===== src/design/swdt_params.svh =====
// Constants of the system watchdog timer
// Operation
// - Watchdog starts enabled and counting after every application reset.
// - Dedicated disable and enable instructions stop or restart it until a prewarning is raised.
// - Missed service: prewarning interrupt first, reset request afterwards.
// - Sixteen-bit counter advanced by a system clock prescaler of 16384 or 256.
// - Counter start value comes from a programmable reload value.
// - Each service accepted before prewarning loads the reload value and clears the prescaler together.
// - Default reload and prescaler give about 6.5 ms at a 10 MHz clock.
`ifndef SWDT_PARAMS_SVH
`define SWDT_PARAMS_SVH

// ----------------------------------------------------------------
// Widths
// ----------------------------------------------------------------
`define SWDT_CNT_W        16
`define SWDT_PRE_LONG_W   14
`define SWDT_PRE_SHORT_W  8

// ----------------------------------------------------------------
// Values
// ----------------------------------------------------------------
`define SWDT_CNT_MAX      16'hFFFF
`define SWDT_CNT_ONE      16'h0001
`define SWDT_GAP_ZERO     16'h0000
// Four long ticks: 4 x 16384 clocks, 6.55 ms at 10 MHz
`define SWDT_DEF_RELOAD   16'hFFFC
`define SWDT_DEF_SHORT    1'b0
`define SWDT_GAP_CYCLES   16'h0100

`endif


===== src/design/swdt_pkg.sv =====
// Types of the system watchdog timer
`include "swdt_params.svh"

package swdt_pkg;

   // ----------------------------------------------------------------
   // Watchdog modes
   // ----------------------------------------------------------------
   typedef enum logic [1:0] {
      ST_RUN,
      ST_STOP,
      ST_PREWARN,
      ST_RESET
   } swdt_mode_t;

   // ----------------------------------------------------------------
   // Top state
   // ----------------------------------------------------------------
   typedef struct packed {
      swdt_mode_t                 mode;
      logic                       running;
      logic [`SWDT_CNT_W-1:0]     count;
      logic [`SWDT_CNT_W-1:0]     reload;
      logic                       short_presc;
      logic [15:0]                gap;
      logic                       prewarn;
      logic                       rst_req;
   } swdt_state_t;

endpackage


===== src/design/swdt_prescaler.sv =====
// Watchdog prescaler, divide by 2**LONG_W or 2**SHORT_W
`timescale 1ns/1ps
`include "swdt_params.svh"

module swdt_prescaler #(
   parameter int LONG_W  = `SWDT_PRE_LONG_W,
   parameter int SHORT_W = `SWDT_PRE_SHORT_W
) (
   input  wire logic clock,
   input  wire logic sys_rst,
   input  wire logic clear,
   input  wire logic run,
   input  wire logic short_sel,
   output logic      tick
);

   typedef struct packed {
      logic [LONG_W-1:0] cnt;
      logic              tick;
   } swdt_pre_t;

   swdt_pre_t st_q;
   swdt_pre_t st_d;

   if (SHORT_W < 1 || SHORT_W >= LONG_W) begin : g_width_chk
      $error("Prescaler widths out of range");
   end

   // ----------------------------------------------------------------
   // Divider
   // ----------------------------------------------------------------
   always_comb begin
      st_d      = st_q;
      st_d.tick = 1'b0;
      if (clear) begin
         st_d.cnt = '0;
      end else if (run) begin
         st_d.cnt = st_q.cnt + {{(LONG_W-1){1'b0}}, 1'b1};
         if (short_sel) begin
            st_d.tick = &st_q.cnt[SHORT_W-1:0];
         end else begin
            st_d.tick = &st_q.cnt;
         end
      end
   end

   always_ff @(posedge clock) begin
      if (sys_rst) begin
         st_q <= '0;
      end else begin
         st_q <= st_d;
      end
   end

   assign tick = st_q.tick;

endmodule // swdt_prescaler


===== src/design/swdt_top.sv =====
// System watchdog timer top
`timescale 1ns/1ps
`include "swdt_params.svh"

module swdt_top #(
   parameter logic [15:0] GAP_CYCLES = `SWDT_GAP_CYCLES
) (
   input  wire logic                   clock,
   input  wire logic                   sys_rst,
   input  wire logic                   service,
   input  wire logic                   watchdog_disable_instruction,
   input  wire logic                   watchdog_enable_instruction,
   input  wire logic                   cfg_wr,
   input  wire logic [`SWDT_CNT_W-1:0] watchdog_reload_value,
   input  wire logic                   cfg_short_presc,
   output logic                        prewarn_irq,
   output logic                        reset_req,
   output logic                        running,
   output logic [`SWDT_CNT_W-1:0]      count
);

   // ----------------------------------------------------------------
   // State
   // ----------------------------------------------------------------
   localparam swdt_pkg::swdt_state_t ST_RST = '{
      mode:        swdt_pkg::ST_RUN,
      running:     1'b1,
      count:       `SWDT_DEF_RELOAD,
      reload:      `SWDT_DEF_RELOAD,
      short_presc: `SWDT_DEF_SHORT,
      gap:         `SWDT_GAP_ZERO,
      prewarn:     1'b0,
      rst_req:     1'b0
   };

   swdt_pkg::swdt_state_t st_q;
   swdt_pkg::swdt_state_t st_d;
   logic                  tick;
   logic                  svc_ok;
   logic                  dis_only;
   logic                  en_only;

   if (GAP_CYCLES < 16'h0002) begin : g_gap_chk
      $error("GAP_CYCLES must be at least two");
   end

   assign dis_only = watchdog_disable_instruction && !watchdog_enable_instruction;
   assign en_only  = watchdog_enable_instruction && !watchdog_disable_instruction;
   assign svc_ok   = service &&
                     (st_q.mode == swdt_pkg::ST_RUN || st_q.mode == swdt_pkg::ST_STOP);

   // ----------------------------------------------------------------
   // Prescaler
   // ----------------------------------------------------------------
   swdt_prescaler #(
      .LONG_W  (`SWDT_PRE_LONG_W),
      .SHORT_W (`SWDT_PRE_SHORT_W)
   ) u_presc (
      .clock     (clock),
      .sys_rst   (sys_rst),
      .clear     (svc_ok),
      .run       (st_q.mode == swdt_pkg::ST_RUN),
      .short_sel (st_q.short_presc),
      .tick      (tick)
   );

   // ----------------------------------------------------------------
   // Next state
   // ----------------------------------------------------------------
   always_comb begin
      st_d         = st_q;
      st_d.prewarn = 1'b0;
      if (cfg_wr) begin
         st_d.reload      = watchdog_reload_value;
         st_d.short_presc = cfg_short_presc;
      end
      unique case (st_q.mode)
         swdt_pkg::ST_RUN: begin
            if (dis_only) begin
               st_d.mode = swdt_pkg::ST_STOP;
            end
            if (svc_ok) begin
               st_d.count = st_q.reload;
            end else if (tick) begin
               st_d.count = st_q.count + `SWDT_CNT_ONE;
               if (st_q.count == `SWDT_CNT_MAX) begin
                  st_d.mode    = swdt_pkg::ST_PREWARN;
                  st_d.prewarn = 1'b1;
                  st_d.gap     = `SWDT_GAP_ZERO;
               end
            end
         end
         swdt_pkg::ST_STOP: begin
            if (svc_ok) begin
               st_d.count = st_q.reload;
            end
            if (en_only) begin
               st_d.mode = swdt_pkg::ST_RUN;
            end
         end
         swdt_pkg::ST_PREWARN: begin
            st_d.gap = st_q.gap + `SWDT_CNT_ONE;
            if (st_q.gap == GAP_CYCLES - `SWDT_CNT_ONE) begin
               st_d.mode    = swdt_pkg::ST_RESET;
               st_d.rst_req = 1'b1;
            end
         end
         swdt_pkg::ST_RESET: begin
            st_d.rst_req = 1'b1;
         end
      endcase
      st_d.running = (st_d.mode == swdt_pkg::ST_RUN);
   end

   always_ff @(posedge clock) begin
      if (sys_rst) begin
         st_q <= ST_RST;
      end else begin
         st_q <= st_d;
      end
   end

   // ----------------------------------------------------------------
   // Outputs
   // ----------------------------------------------------------------
   assign prewarn_irq = st_q.prewarn;
   assign reset_req   = st_q.rst_req;
   assign running     = st_q.running;
   assign count       = st_q.count;

   // ----------------------------------------------------------------
   // Assertions
   // ----------------------------------------------------------------
   a_reset_armed:
   assert property (
      @(posedge clock)
      sys_rst |=> running && !reset_req && !prewarn_irq
   ) else $error("Watchdog not armed after reset");

   a_default_cfg:
   assert property (
      @(posedge clock)
      sys_rst |=> st_q.reload == `SWDT_DEF_RELOAD &&
                  st_q.short_presc == `SWDT_DEF_SHORT
   ) else $error("Default reload or prescaler wrong");

   a_disable_stop:
   assert property (
      @(posedge clock) disable iff (sys_rst)
      st_q.mode == swdt_pkg::ST_RUN && dis_only &&
      !(tick && !svc_ok && count == `SWDT_CNT_MAX)
      |=> !running ##1 (!running || $past(en_only))
   ) else $error("Disable did not stop watchdog");

   a_enable_run:
   assert property (
      @(posedge clock) disable iff (sys_rst)
      st_q.mode == swdt_pkg::ST_STOP && en_only |=> running
   ) else $error("Enable did not restart watchdog");

   a_warn_first:
   assert property (
      @(posedge clock) disable iff (sys_rst)
      prewarn_irq |-> !reset_req ##1 (!prewarn_irq && !reset_req)
   ) else $error("Reset request not preceded by prewarning");

   a_rst_after_warn:
   assert property (
      @(posedge clock) disable iff (sys_rst)
      $rose(reset_req) |-> $past(st_q.mode) == swdt_pkg::ST_PREWARN &&
                           $past(st_q.gap) == GAP_CYCLES - `SWDT_CNT_ONE
   ) else $error("Reset request without prewarning interval");

   a_overflow_warn:
   assert property (
      @(posedge clock) disable iff (sys_rst)
      st_q.mode == swdt_pkg::ST_RUN && tick && !svc_ok && count == `SWDT_CNT_MAX
      |=> prewarn_irq && count == 16'h0000
   ) else $error("Overflow did not raise prewarning");

   a_count_step:
   assert property (
      @(posedge clock) disable iff (sys_rst)
      st_q.mode == swdt_pkg::ST_RUN && !svc_ok && !tick |=> $stable(count)
   ) else $error("Counter moved without prescaler tick");

   a_tick_spacing:
   assert property (
      @(posedge clock) disable iff (sys_rst)
      tick |=> !tick [*8]
   ) else $error("Prescaler ticks too close together");

   a_service_load:
   assert property (
      @(posedge clock) disable iff (sys_rst)
      svc_ok |=> count == $past(st_q.reload) && !tick
   ) else $error("Service did not reload and clear prescaler");

   a_hold_stopped:
   assert property (
      @(posedge clock) disable iff (sys_rst)
      st_q.mode == swdt_pkg::ST_STOP && !svc_ok |=> $stable(count)
   ) else $error("Counter moved while disabled");

   a_reload_store:
   assert property (
      @(posedge clock) disable iff (sys_rst)
      cfg_wr |=> st_q.reload == $past(watchdog_reload_value)
   ) else $error("Reload value not stored");

   a_both_ignored:
   assert property (
      @(posedge clock) disable iff (sys_rst)
      watchdog_disable_instruction && watchdog_enable_instruction &&
      (st_q.mode == swdt_pkg::ST_RUN || st_q.mode == swdt_pkg::ST_STOP) &&
      !(tick && !svc_ok && count == `SWDT_CNT_MAX)
      |=> $stable(running)
   ) else $error("Simultaneous disable and enable changed the mode");

   a_req_held:
   assert property (
      @(posedge clock) disable iff (sys_rst)
      reset_req |=> reset_req && !running
   ) else $error("Reset request dropped before reset");

endmodule // swdt_top


===== config.mk =====
export PLATFORM = sky130hd
export DESIGN_NAME = swdt_top
export DESIGN_NICKNAME = d
export VERILOG_FILES = /design/src/design/swdt_pkg.sv /design/src/design/swdt_prescaler.sv /design/src/design/swdt_top.sv
export VERILOG_INCLUDE_DIRS = /design/src /design/src/design
export SDC_FILE = /design/constraint.sdc
export NUM_CORES = 1
export LEC_CHECK = 0
export ABC_CLOCK_PERIOD_IN_PS = 2170
export BUFFER_PORTS_ARGS = -buffer_cell sky130_fd_sc_hd__clkbuf_2
export CORE_UTILIZATION = 55
export DETAILED_ROUTE_END_ITERATION = 10
export PLACE_DENSITY = 0.76
export SYNTH_ARGS = -nofsm -noshare
export SYNTH_HDL_FRONTEND = slang
export SYNTH_SLANG_ARGS = --single-unit

===== constraint.sdc =====
create_clock -name clock -period 2.17 [get_ports clock]
set_input_delay 0.217 -clock clock [delete_from_list [all_inputs] [get_ports clock]]
set_output_delay 0.217 -clock clock [all_outputs]
set_load 0.02 [all_outputs]

==> summary.md <==
| Metric | Value |
|---|---|
| CTS Hold Buffers Added | `0` |
| Share of cells above drive strength 1 | `0.185` |
| Final Skew | `slightly above 10 ps` |
| Crit path from | `count[0]` |
| Critical Path RT | `2440 ps` |
| CP arrival | `2360 ps` |
| # placed instances | `~500` |
| Sequential element share of the synthesized area | `0.409` |
| Max-cap viol count | `0` |
| Post-Syn Area | `around 3400 um^2` |
| HPWL after DPL | `between 5 and 6 mm` |
| Syn_area_per_cell | `8.33 um^2` |
| Max Transition Viols Final | `0` |
| DRT iter0 DRCs | `157` |
| Dominant synthesized flop cell | `dfxtp_1` |
| Drt via density | `around 5.7` |
| Vias in the first global route | `2,587` |
| Register area | `~1400 um^2` |
| Num CTS Buffers | `9` |
| Leakage | `1.46 nW` |
| Slew @ Worst Pin | `around 830 ps` |
| Reg-to-reg startpoint | `count[0]` |
| Min Hold Slack | `83.2 ps` |
| Synth unique cells | `56` |
| GRT Util Overall | `0.250` |
| DRC | `0` |
| Kind of critical path | `reg -> reg` |
| Post-Route WL | `7.38 mm` |
| Vias | `2,955` |
| Setup TNS | `0 ps` |
| # rows | `28` |
| Final setup viols | `0` |
| Ys Warns | `0` |
| GRT overflow | `0` |
| Root buf cell | `clkbuf_8` |
| Post-Layout Cell Count | `518` |
| Placed cell area | `3590 um^2` |
| Max Buffers Root-to-Sink | `2` |
| Power per cell area | `~730 nW/um^2` |
| Crit share post-route | `0.964` |
| Htree depth | `3` |
| Hold Crit Start | `watchdog_reload_value[2]` |
| Area Growth Syn to Fin | `13.1%` |
| RSZ-0062 raised after global routing | `no` |
| Antenna diode count | `0` |
| Drt first pass iters | `4` |
| Post-synth EDFFs | `0` |
| Die H | `a little over 80 um` |
| TritonCTS clock tree | `yes` |
| Starting Density | `0.571` |
| Core footprint | `5920 um^2` |
| Critical Path Source Type | `flop` |
| Slew headroom | `0.445` |
| Port bufs | `41` |
| DRT antenna net count | `0` |
| First-pass GRT wire length | `12.4 mm` |
| Initial antenna violation count | `0` |
| Commonest non-fill, non-tap cell in the layout | `dfxtp_1` |
| Largest net degree at the start of global routing | `23` |
| Synthesized flop and latch total | `69` |
| Tmin final | `approximately 2100 ps` |
| Final #Nets | `approximately 460` |
| Design Area, Final | `between 3000 and 4000 um^2` |
| Drt wl/cell | `14.2 um` |
| Critical path endpoint category | `flop` |
| Die Wd | `80.4 um` |
| Gpl congestion | `0.817` |
| Hold Path Class | `in -> reg` |
| Worst skew pair latency | `340 ps` |
| Share of synthesized registers carrying an async set or reset | `0` |
| Endpoints failing hold | `0` |
| Peak supply drop | `0.568 mV` |
| Status | `finished clean` |
| Max Freq | `around 480 MHz` |
| IO Count | `42` |
| Syn nets | `432` |
| Fillers | `534` |
| Most frequent cells in the layout | `69 x dfxtp_1, 50 x nand2_1, 41 x clkbuf_2` |
| # clock sinks | `between 60 and 70` |
| Clk pin slew, worst setup/hold paths | `80 ps` |
| Die area | `6460 um^2` |
| Crit Path Max Fanout | `10` |
| Synthesized instance count | `around 400` |
| Multi-input gate area | `1780 um^2` |
| Pwr Total | `about 2.8 mW` |
## flip-flops by register name (all words and copies together), names as in the netlist
name,count
count,16
reset_req,1
prewarn_irq,1
u_presc.st_q,14
running,1
st_q,35
u_presc.tick,1
## layout make-up
type | count | area share
multi-input combinational | 293 | 0.465
sequential | 69 | 0.361
tap | 75 | 0.0245
timing repair buffer | 54 | 0.0792
clock inverter | 3 | 0.0177
clock buffer | 13 | 0.0415
inverter | 11 | 0.0108
## layer usage
layer / GRT usage / share of wire
met5: 0 / 0
met4: 0.0964 / 0.018
met3: 0.0761 / 0.063
met2: 0.371 / 0.43
met1: 0.336 / 0.49
## power by group
| part | total (mW) | switching [mW] | internal [mW] |
|---|---|---|---|
| logic | 0.271 | 0.161 | 0.110 |
| registers | 1.34 | 0.0349 | 1.30 |
| clock network | 1.19 | 0.477 | 0.712 |
## per-stage QoR
stage	worst slack, ps	utilization
floorplan	157	-
global placement	178	0.606
detailed placement	103	0.606
CTS	55.2	0.645
global route	3.93	0.646
finish	79.1	0.646
## kinds of logic after synthesis
| family | count (synthesis) | synth area share |
|---|---|---|
| AO/OA/AOI/OAI | 92 | 0.171 |
| XOR/XNOR | 14 | 0.0363 |
| adder cells (fa/ha/maj) | 3 | 0.0111 |
| buffers and inverters | 44 | 0.0688 |
| flip-flops | 69 | 0.409 |
| multiplexers | 16 | 0.0474 |
| AND/OR/NAND/NOR | 168 | 0.256 |
## final timing paths
path	to	slack [ps]	cells after the start
min reg2reg	reset_req	450	2
max reg2reg	st_q[15]	80	6
max	st_q[15]	80	6
min	st_q[21]	80	3
## critical path, stage by stage, from the launching register on
cell,delay (ps)
dfxtp_1,350
ha_1,220
and3_4,250
nand4_4,150
o31a_1,380
or4_1,520
a21oi_1,140
## Yosys cell counts, drive strengths merged (3+ instances only)
cell,n,area share
and3,5,0.011
a31oi,6,0.013
nand2b,6,0.011
o22a,3,0.0081
a21oi,33,0.049
inv,11,0.012
nand3,21,0.031
xor2,6,0.016
xnor2,8,0.021
nand2,50,0.056
nand4,9,0.021
o31ai,4,0.0089
or3,8,0.015
ha,3,0.011
o22ai,5,0.0093
nor4,6,0.016
o21ai,18,0.027
and4,5,0.014
nor3,7,0.010
mux2i,16,0.047
nor2,37,0.041
clkbuf,14,0.016
buf,19,0.041
dfxtp,69,0.41
o211ai,4,0.0089
or4,7,0.016
## repair_timing
action | in CTS | in global routing
endpoints found under the setup margin | 0 | 4
buffers inserted | 0 | 0
resized for setup | 0 | 1
Note: power is estimated with default switching activity, not from simulation.
